`src/hdl/cmp_cap_defines.vh`:
```
// register indices, field positions, reset values and prescale counts
`ifndef CMP_CAP_DEFINES_VH
`define CMP_CAP_DEFINES_VH

// register indices; byte address is four times the index
`define IDX_PIN_ACTION    8'h80
`define IDX_TIMER_SETUP   8'h81
`define IDX_FREE_COUNTER  8'h82
`define IDX_COMPARE1      8'h84
`define IDX_COMPARE2      8'h86
`define IDX_COMPARE3      8'h88
`define IDX_CHANNEL4      8'h8a
`define IDX_IRQ_ENABLE    8'h8c
`define IDX_IRQ_FLAG      8'h8d

// reset values
`define RST_BYTE          8'h00
`define RST_COMPARE       16'hffff
`define RST_COUNTER       16'h0000

// timer_setup_reg fields
`define SETUP_EDGE_HI     7
`define SETUP_EDGE_LO     6
`define SETUP_DIV_HI      5
`define SETUP_DIV_LO      4
`define SETUP_EVT_HI      3
`define SETUP_EVT_LO      2
`define SETUP_HALT        1
`define SETUP_CAP_SEL     0

// flag and enable bit positions (shared by both registers)
`define BIT_MATCH1        7
`define BIT_MATCH2        6
`define BIT_MATCH3        5
`define BIT_CHANNEL4      4
`define BIT_WRAP          3
`define IMPL_BITS_MASK    8'hf8

// pin action codes
`define ACT_NONE          2'h0
`define ACT_TOGGLE        2'h1
`define ACT_LOW           2'h2
`define ACT_HIGH          2'h3

// prescaler terminal counts (ratio minus one)
`define DIV1_LAST         4'h0
`define DIV4_LAST         4'h3
`define DIV8_LAST         4'h7
`define DIV16_LAST        4'hf

`endif

```
`src/hdl/timer2_compare_capture_control.v`:
```
// timer channel group: compare pins, channel 4 capture, counter, flags
//
// Operation
// two-bit code picks compare pin action
// channel 4 is capture or fourth match
// edge select code picks capture trigger edge
// divider code divides internal clock 1/4/8/16
// divider and event bits written once only
// event source code picks counter clock edge
// external clock under half/quarter bus rate
// halt stops prescaler, holds counter at zero
// enable bits align with their flag bits
// flag and enable together request interrupt
// three interrupt lines: matches, ch4, wrap
// channel 4 enable follows its mode
// low three bits read zero, ignore writes
// writing one clears a flag
// match flags set on counter equality
// ch4 flag on capture edge or match
// wrap flag set on ffff to 0000
// each channel compares counter every cycle
// capture latches counter on selected edge
// match drives action on its port pin
// pin inputs synchronised then edge detected
// counter steps per tick or edge, wraps
`timescale 1ns/1ns
`include "cmp_cap_defines.vh"

module timer2_compare_capture_control (
    input  wire        sys_clk,
    input  wire        reset_n,
    input  wire [9:0]  address,
    input  wire        read,
    input  wire        write,
    input  wire [31:0] writedata,
    input  wire [3:0]  byteenable,
    output reg  [31:0] readdata,
    output reg         waitrequest,
    input  wire        ext_event_pin,
    input  wire        channel4_pin_in,
    output wire [3:0]  match_pin_out,
    output wire [3:0]  match_pin_oe,
    output reg         irq_match,
    output reg         irq_channel4,
    output reg         irq_wrap
);

    // software registers
    reg [7:0]  pin_action_reg;
    reg [7:0]  timer_setup_reg;
    reg [7:0]  irq_enable_reg;
    reg [7:0]  irq_flag_reg;
    reg [15:0] compare1_reg;
    reg [15:0] compare2_reg;
    reg [15:0] compare3_reg;
    reg [15:0] channel4_reg;
    reg        setup_locked_reg;

    // counting state
    reg [15:0] free_counter_reg;
    reg [3:0]  presc_cnt_reg;
    reg        counter_moved_reg;
    reg [3:0]  pin_level_reg;

    // pin synchronisers
    reg        ext_meta_reg;
    reg        ext_sync_reg;
    reg        ext_prev_reg;
    reg        ch4_meta_reg;
    reg        ch4_sync_reg;
    reg        ch4_prev_reg;

    wire [7:0] reg_index = address[9:2];
    wire       accept_wr = write && !waitrequest;

    // field decode
    wire [1:0] edge_sel  = {timer_setup_reg[`SETUP_EDGE_HI], timer_setup_reg[`SETUP_EDGE_LO]};
    wire [1:0] div_sel   = {timer_setup_reg[`SETUP_DIV_HI], timer_setup_reg[`SETUP_DIV_LO]};
    wire [1:0] evt_sel   = {timer_setup_reg[`SETUP_EVT_HI], timer_setup_reg[`SETUP_EVT_LO]};
    wire       counter_halt         = timer_setup_reg[`SETUP_HALT];
    wire       channel4_capture_sel = timer_setup_reg[`SETUP_CAP_SEL];

    // edge detect reads only second and third stages
    wire ext_rise = ext_sync_reg && !ext_prev_reg;
    wire ext_fall = !ext_sync_reg && ext_prev_reg;
    wire ch4_rise = ch4_sync_reg && !ch4_prev_reg;
    wire ch4_fall = !ch4_sync_reg && ch4_prev_reg;

    // prescaler terminal count
    reg [3:0] presc_last;
    always @* begin
        case (div_sel)
            2'h0:    presc_last = `DIV1_LAST;
            2'h1:    presc_last = `DIV4_LAST;
            2'h2:    presc_last = `DIV8_LAST;
            default: presc_last = `DIV16_LAST;
        endcase
    end

    wire presc_tick = (presc_cnt_reg == presc_last);

    // counter step source; external edges rely on the far side
    // keeping its rate under half (one edge) or quarter (both)
    reg count_step;
    always @* begin
        case (evt_sel)
            2'h0:    count_step = presc_tick;
            2'h1:    count_step = ext_rise;
            2'h2:    count_step = ext_fall;
            default: count_step = ext_rise || ext_fall;
        endcase
        if (counter_halt) begin
            count_step = 1'b0;
        end
    end

    // capture trigger
    reg cap_edge;
    always @* begin
        case (edge_sel)
            2'h0:    cap_edge = 1'b0;
            2'h1:    cap_edge = ch4_rise;
            2'h2:    cap_edge = ch4_fall;
            default: cap_edge = ch4_rise || ch4_fall;
        endcase
    end

    wire capture_evt = channel4_capture_sel && cap_edge;
    wire wrap_evt    = count_step && (free_counter_reg == 16'hffff);

    // compare against counter each cycle, only once per counter value
    wire [3:0] match_hit;
    assign match_hit[0] = counter_moved_reg && (free_counter_reg == compare1_reg);
    assign match_hit[1] = counter_moved_reg && (free_counter_reg == compare2_reg);
    assign match_hit[2] = counter_moved_reg && (free_counter_reg == compare3_reg);
    assign match_hit[3] = counter_moved_reg && (free_counter_reg == channel4_reg)
                          && !channel4_capture_sel;

    // events by flag position
    wire [7:0] flag_set = {match_hit[0], match_hit[1], match_hit[2],
                           match_hit[3] || capture_evt, wrap_evt, 3'h0};

    // write-one-to-clear; an event in the same cycle wins
    wire [7:0] flag_clr = (accept_wr && reg_index == `IDX_IRQ_FLAG && byteenable[0])
                          ? writedata[7:0] : 8'h00;
    wire [7:0] flag_next = ((irq_flag_reg & ~flag_clr) | flag_set)
                           & `IMPL_BITS_MASK;

    // pin synchronisers, two flops before any logic
    always @(posedge sys_clk or negedge reset_n) begin
        if (!reset_n) begin
            ext_meta_reg <= 1'b0;
            ext_sync_reg <= 1'b0;
            ext_prev_reg <= 1'b0;
            ch4_meta_reg <= 1'b0;
            ch4_sync_reg <= 1'b0;
            ch4_prev_reg <= 1'b0;
        end else begin
            ext_meta_reg <= ext_event_pin;
            ext_sync_reg <= ext_meta_reg;
            ext_prev_reg <= ext_sync_reg;
            ch4_meta_reg <= channel4_pin_in;
            ch4_sync_reg <= ch4_meta_reg;
            ch4_prev_reg <= ch4_sync_reg;
        end
    end

    // prescaler and free counter
    always @(posedge sys_clk or negedge reset_n) begin
        if (!reset_n) begin
            presc_cnt_reg     <= 4'h0;
            free_counter_reg  <= `RST_COUNTER;
            counter_moved_reg <= 1'b0;
        end else if (counter_halt) begin
            presc_cnt_reg     <= 4'h0;
            free_counter_reg  <= `RST_COUNTER;
            counter_moved_reg <= 1'b0;
        end else begin
            // prescaler only runs for the internal source
            if (evt_sel != 2'h0 || presc_tick) begin
                presc_cnt_reg <= 4'h0;
            end else begin
                presc_cnt_reg <= presc_cnt_reg + 4'h1;
            end
            counter_moved_reg <= count_step;
            if (count_step) begin
                free_counter_reg <= free_counter_reg + 16'h0001;
            end
        end
    end

    // setup register; divider and event bits lock after first write
    always @(posedge sys_clk or negedge reset_n) begin
        if (!reset_n) begin
            timer_setup_reg  <= `RST_BYTE;
            setup_locked_reg <= 1'b0;
        end else if (accept_wr && reg_index == `IDX_TIMER_SETUP && byteenable[0]) begin
            setup_locked_reg <= 1'b1;
            timer_setup_reg[7:6] <= writedata[7:6];
            timer_setup_reg[1:0] <= writedata[1:0];
            if (!setup_locked_reg) begin
                timer_setup_reg[5:2] <= writedata[5:2];
            end
        end
    end

    // plain control registers
    always @(posedge sys_clk or negedge reset_n) begin
        if (!reset_n) begin
            pin_action_reg <= `RST_BYTE;
            irq_enable_reg <= `RST_BYTE;
            irq_flag_reg   <= `RST_BYTE;
        end else begin
            irq_flag_reg <= flag_next;
            if (accept_wr && byteenable[0]) begin
                if (reg_index == `IDX_PIN_ACTION) begin
                    pin_action_reg <= writedata[7:0];
                end
                if (reg_index == `IDX_IRQ_ENABLE) begin
                    irq_enable_reg <= writedata[7:0] & `IMPL_BITS_MASK;
                end
            end
        end
    end

    // compare value registers, byte lanes 0 and 1
    always @(posedge sys_clk or negedge reset_n) begin
        if (!reset_n) begin
            compare1_reg <= `RST_COMPARE;
            compare2_reg <= `RST_COMPARE;
            compare3_reg <= `RST_COMPARE;
            channel4_reg <= `RST_COMPARE;
        end else begin
            if (accept_wr && reg_index == `IDX_COMPARE1) begin
                if (byteenable[0]) compare1_reg[7:0]  <= writedata[7:0];
                if (byteenable[1]) compare1_reg[15:8] <= writedata[15:8];
            end
            if (accept_wr && reg_index == `IDX_COMPARE2) begin
                if (byteenable[0]) compare2_reg[7:0]  <= writedata[7:0];
                if (byteenable[1]) compare2_reg[15:8] <= writedata[15:8];
            end
            if (accept_wr && reg_index == `IDX_COMPARE3) begin
                if (byteenable[0]) compare3_reg[7:0]  <= writedata[7:0];
                if (byteenable[1]) compare3_reg[15:8] <= writedata[15:8];
            end
            // a capture beats a software write in the same cycle
            if (capture_evt) begin
                channel4_reg <= free_counter_reg;
            end else if (accept_wr && reg_index == `IDX_CHANNEL4) begin
                if (byteenable[0]) channel4_reg[7:0]  <= writedata[7:0];
                if (byteenable[1]) channel4_reg[15:8] <= writedata[15:8];
            end
        end
    end

    // per-channel pin action on a match
    genvar ch;
    generate
        for (ch = 0; ch < 4; ch = ch + 1) begin : g_pin
            // channel 1 sits in bits 7:6, channel 4 in bits 1:0
            wire [1:0] act = pin_action_reg[7 - 2 * ch -: 2];
            always @(posedge sys_clk or negedge reset_n) begin
                if (!reset_n) begin
                    pin_level_reg[ch] <= 1'b0;
                end else if (match_hit[ch]) begin
                    case (act)
                        `ACT_TOGGLE: pin_level_reg[ch] <= !pin_level_reg[ch];
                        `ACT_LOW:    pin_level_reg[ch] <= 1'b0;
                        `ACT_HIGH:   pin_level_reg[ch] <= 1'b1;
                        default:     pin_level_reg[ch] <= pin_level_reg[ch];
                    endcase
                end
            end
        end
    endgenerate

    // pin drivers; channel 4 never drives while it captures
    reg [3:0] pin_oe_reg;
    always @(posedge sys_clk or negedge reset_n) begin
        if (!reset_n) begin
            pin_oe_reg <= 4'h0;
        end else begin
            pin_oe_reg[0] <= (pin_action_reg[7:6] != `ACT_NONE);
            pin_oe_reg[1] <= (pin_action_reg[5:4] != `ACT_NONE);
            pin_oe_reg[2] <= (pin_action_reg[3:2] != `ACT_NONE);
            pin_oe_reg[3] <= (pin_action_reg[1:0] != `ACT_NONE)
                             && !channel4_capture_sel;
        end
    end

    assign match_pin_out = pin_level_reg;
    assign match_pin_oe  = pin_oe_reg;

    // interrupt lines, one cycle behind the flag register
    always @(posedge sys_clk or negedge reset_n) begin
        if (!reset_n) begin
            irq_match    <= 1'b0;
            irq_channel4 <= 1'b0;
            irq_wrap     <= 1'b0;
        end else begin
            irq_match    <= |(irq_flag_reg[7:5] & irq_enable_reg[7:5]);
            irq_channel4 <= irq_flag_reg[`BIT_CHANNEL4]
                            && irq_enable_reg[`BIT_CHANNEL4];
            irq_wrap     <= irq_flag_reg[`BIT_WRAP]
                            && irq_enable_reg[`BIT_WRAP];
        end
    end

    // read mux; unmapped indices read zero
    reg [31:0] rdata_next;
    always @* begin
        rdata_next = 32'h0000_0000;
        case (reg_index)
            `IDX_PIN_ACTION:   rdata_next[7:0]  = pin_action_reg;
            `IDX_TIMER_SETUP:  rdata_next[7:0]  = timer_setup_reg;
            `IDX_FREE_COUNTER: rdata_next[15:0] = free_counter_reg;
            `IDX_COMPARE1:     rdata_next[15:0] = compare1_reg;
            `IDX_COMPARE2:     rdata_next[15:0] = compare2_reg;
            `IDX_COMPARE3:     rdata_next[15:0] = compare3_reg;
            `IDX_CHANNEL4:     rdata_next[15:0] = channel4_reg;
            `IDX_IRQ_ENABLE:   rdata_next[7:0]  = irq_enable_reg;
            `IDX_IRQ_FLAG:     rdata_next[7:0]  = irq_flag_reg;
            default:           rdata_next = 32'h0000_0000;
        endcase
    end

    // bus handshake: one wait cycle, then a one-cycle grant;
    // costs a cycle per access but keeps all outputs registered
    always @(posedge sys_clk or negedge reset_n) begin
        if (!reset_n) begin
            waitrequest <= 1'b1;
            readdata    <= 32'h0000_0000;
        end else begin
            waitrequest <= !((read || write) && waitrequest);
            if (read && waitrequest) begin
                readdata <= rdata_next;
            end
        end
    end

endmodule // timer2_compare_capture_control

```
`config.mk`:
```
export PLATFORM = sky130hd
export DESIGN_NAME = timer2_compare_capture_control
export DESIGN_NICKNAME = d
export VERILOG_FILES = /design/src/hdl/timer2_compare_capture_control.v
export VERILOG_INCLUDE_DIRS = /design/src /design/src/hdl
export SDC_FILE = /design/constraint.sdc
export NUM_CORES = 1
export LEC_CHECK = 0
export ABC_CLOCK_PERIOD_IN_PS = 3400
export BUFFER_PORTS_ARGS = -buffer_cell sky130_fd_sc_hd__buf_2
export CORE_MARGIN = 2
export CORE_UTILIZATION = 43
export CTS_BUF_LIST = sky130_fd_sc_hd__clkbuf_4
export CTS_CLUSTER_DIAMETER = 50
export CTS_CLUSTER_SIZE = 28
export DETAILED_ROUTE_END_ITERATION = 16
export HOLD_SLACK_MARGIN = 0.1
export PLACE_DENSITY = 0.63
export SKIP_CTS_REPAIR_TIMING = 1
export SLEW_MARGIN = 20
export SYNTH_ARGS = -nofsm -noshare
export SYNTH_HDL_FRONTEND = slang
export SYNTH_SLANG_ARGS = --single-unit
```
`constraint.sdc`:
```
create_clock -name sys_clk -period 3.4 [get_ports sys_clk]
set_clock_uncertainty 0.1 [all_clocks]
set_input_delay 0.68 -clock sys_clk [delete_from_list [all_inputs] [get_ports sys_clk]]
set_output_delay 0.68 -clock sys_clk [all_outputs]
set_load 0.01 [all_outputs]
```
==> out/qor.yml <==
dr_total_vias: 6212
grt.overflow.total: 0
detailed_place.area_mm2: 0.008568
worst-setup-path-type: "flip-flop to flip-flop"
area_overhead_of_the_layout_relative_to_synthesis_pct: 10.51
classification_of_the_worst_slack_hold_path: "input pin to flip-flop"
grt_antenna_before_repair: 1
final-max-slew-violation-count: 0
design.core.area_mm2: 0.01858
critical-path-slowest-cell: "sky130_fd_sc_hd__nor4_1"
post_layout_nonfiller_instances: 1037
top_level_ports: 96
postSynthCellCount: 736
die_w_um: 141.2
fmax_mhz: 399.5
drt_drc_violations_left: 0
drt_pre_antenna_iters: 7
timing.final.setup_violations: 0
grt_start_max_net_pins: 71
rows: 50
start_util_pct: 43.58
p_leak_nw: 4.165
final_design_area_no_fill_mm2: 0.008947
use_met2_pct: 38.04
dieArea_mm2: 0.01994
synth.ff_latch_count: 146
synth_sequential_area_ratio_pct: 46.13
synth_area_per_cell_um2: 11.00
cts_inserted_buffers: 17
gp_congestion: 0.9422
final.period_utilization_pct: 73.62
ys.flop_type: "sky130_fd_sc_hd__dfrtp_1"
period_minus_slack_ns: 2.503
timing.max_slew.rel_slack_pct: 48.63
share_of_final_layout_standard_cells_stronger_than_drive_strength_1_pct: 37.03
die_h_um: 141.2
netlist_area_pre_place_mm2: 0.008097
most_frequent_cells_in_the_layout: "104 x sky130_fd_sc_hd__mux2_2, 81 x sky130_fd_sc_hd__dfrtp_1, 65 x sky130_fd_sc_hd__dfstp_2"
wl_per_cell_um: 21.84
cts_tree: "built"
cp_data_arrival_time_ns: 2.90
beginning_of_the_worst_register_to_register_path: "free_counter_reg[13]$_DFFE_PN0P_"
worst_setup_path_end_kind: "flip-flop"
cts-htree-levels: 4
detailed_place_hpwl_mm: 16.59
run_status: "finished clean"
unrepaired_setup_endpoints_after_global_routing: "no"
grtUsageMet3_pct: 4.789
port_buffers: 59
clock_path_buffers: 2
detail_route.vias_per_cell: 5.990
worst_setup_hold_path_clk_slew_ns: 0.13
cp_cell_sequence: "xor2_1 -> nor4_1 -> nand4_1 -> o21ba_2 -> a211oi_1"
synthesis.yosys.warnings: 0
first_global_vias: 6105
ys_async_sr_fraction_pct: 100.0
critical_path_required_ns: 3.79
drt_first_iter_violations: 593
groute.layer.met1.usage_pct: 30.92
grt_usage_pct: 23.56
report.final.hold_viol_count: 0
measured_slew_at_the_worst_slew_check_pin_ns: 0.7635
worst_ir_drop_vdd_uv: 218.4
startpoint: "free_counter_reg[13]$_DFFE_PN0P_"
power_density_mw_per_mm2: 457.0
slowest_delay_ns: 0.64
holdCritStartpoint: "read"
startpoint_type: "flip-flop"
setup.reg_to_reg.worst_slack_ns: 0.90
routed_wirelength_mm: 22.65
finish.net_count: 847
dp.cells: 1001
mostFrequentLayoutCell: "sky130_fd_sc_hd__mux2_2"
cts-root-buf: "sky130_fd_sc_hd__clkbuf_4"
synth-edff-count: 0
final_antenna_net_count: 0
ys_types: 68
fin_tns_setup_ns: 0
tritoncts_num_sinks: 146
grt_busiest_layer: "met2"
cp_max_fo: 10
worstSkewPairLatency_ns: 0.58
grt_first_pass_wirelength_mm: 35.42
max-cap-violations: 0
synthesized netlist by cell type, types with 3 or more instances:
cell type                   count  area (um^2)
sky130_fd_sc_hd__buf_1          3        11.26
sky130_fd_sc_hd__xor2_1        58        508.0
sky130_fd_sc_hd__nor3b_1        3        22.52
sky130_fd_sc_hd__o21ai_0       32        160.2
sky130_fd_sc_hd__and2_1         3        18.77
sky130_fd_sc_hd__xnor2_1        9        78.83
sky130_fd_sc_hd__or3_1          9        56.30
sky130_fd_sc_hd__or4_1          7        52.55
sky130_fd_sc_hd__o31ai_1       12        90.09
sky130_fd_sc_hd__buf_4         18        135.1
sky130_fd_sc_hd__a32oi_1        6        52.55
sky130_fd_sc_hd__a22o_1        11        96.34
sky130_fd_sc_hd__dfrtp_1       81         2027
sky130_fd_sc_hd__nor3_1        12        60.06
sky130_fd_sc_hd__nand2_1       51        191.4
sky130_fd_sc_hd__a221oi_1       3        26.28
sky130_fd_sc_hd__a211oi_1       5        37.54
sky130_fd_sc_hd__o22ai_1        7        43.79
sky130_fd_sc_hd__ha_1           6        75.07
sky130_fd_sc_hd__o21ba_2        3        30.03
sky130_fd_sc_hd__nand2_2        6        37.54
sky130_fd_sc_hd__dfstp_2       65         1708
sky130_fd_sc_hd__inv_1         18        67.56
sky130_fd_sc_hd__nand2b_1      10        62.56
sky130_fd_sc_hd__nor4_1        16        100.1
sky130_fd_sc_hd__nand3_1       11        55.05
sky130_fd_sc_hd__nor2_1        22        82.58
sky130_fd_sc_hd__mux2_2       104         1171
sky130_fd_sc_hd__o2bb2ai_1      3        26.28
sky130_fd_sc_hd__a22oi_1       12        90.09
sky130_fd_sc_hd__mux2i_1       17        170.2
sky130_fd_sc_hd__a21oi_1       19        95.09
sky130_fd_sc_hd__nand4_1        8        50.05
sky130_fd_sc_hd__clkbuf_1      23        86.33
sky130_fd_sc_hd__buf_2         16        80.08
sky130_fd_sc_hd__nor2b_1        8        50.05
layer usage:
layer | wire length (um) | vias to the layer above
met3 | 1511 | 48
li1 | - | 2751
met4 | 806 | 0
met5 | 0 | -
met1 | 9381 | 3124
met2 | 10950 | 289
cell families (layout without fill, tap and decap cells):
kind of cell	Yosys count	count (layout)	synth area share [%]
and+or+nand+nor	180	180	12.27
DFF	146	146	46.13
xor gates and xnor gates	67	67	7.248
buffers and inverters	79	130	4.760
other	1	17	0.04632
muxes	123	123	16.98
AOI/OAI and AO/OA	134	134	11.64
adders and majority gates	6	6	0.9272
final timing paths:
kind	depth (start not counted)	endpoint
min in group asynchronous	2	free_counter_reg[12]$_DFFE_PN0P_
worst max-delay path	5	match_pin_out[0]$_DFFE_PN0P_
worst max register to register	5	match_pin_out[0]$_DFFE_PN0P_
worst min-delay path	2	waitrequest$_DFF_PN1_
max in group asynchronous	3	compare3_reg[11]$_DFFE_PN1P_
worst min register to register	0	ch4_sync_reg$_DFF_PN0_
through the flow:
stage,setup WS [ns],hold slack (ns),util (%),total power [W]
6_report,0.8969,0.1541,48.15,0.004089
5_1_grt,0.7978,0.1335,48.15,0.004290
4_1_cts,0.9483,-0.004095,47.98,0.004109
3_5_place_dp,0.6389,0.2362,46.11,0.002787
3_3_place_gp,0.6663,0.2333,46.11,0.002758
2_1_floorplan,0.9917,0.2312,-,0.002523
report_power, final:
group	internal (W)	switching [W]
clock	0.000662	0.000656
combinational	0.000288	0.000465
sequential	0.00183	0.000193
total	0.00278	0.00131
worst max-delay path, delay by kind of cell (launching register included):
family / cells / cell delay [ns]
AOI/OAI and AO/OA: 2 / 0.50
xor gates and xnor gates: 1 / 0.25
and+or+nand+nor: 2 / 0.99
DFF: 1 / 0.58
layout make-up:
type | count | area [um^2]
fillers | 1687 | 9633
multi-input cells | 526 | 4036
flip-flops and latches | 146 | 3735
repair buffers | 80 | 466.7
well taps | 234 | 292.8
clock inverters | 14 | 211.5
clock buffers | 18 | 135.1
inverters | 18 | 67.56
diodes | 1 | 2.502
(Power assumes the default switching activity.)
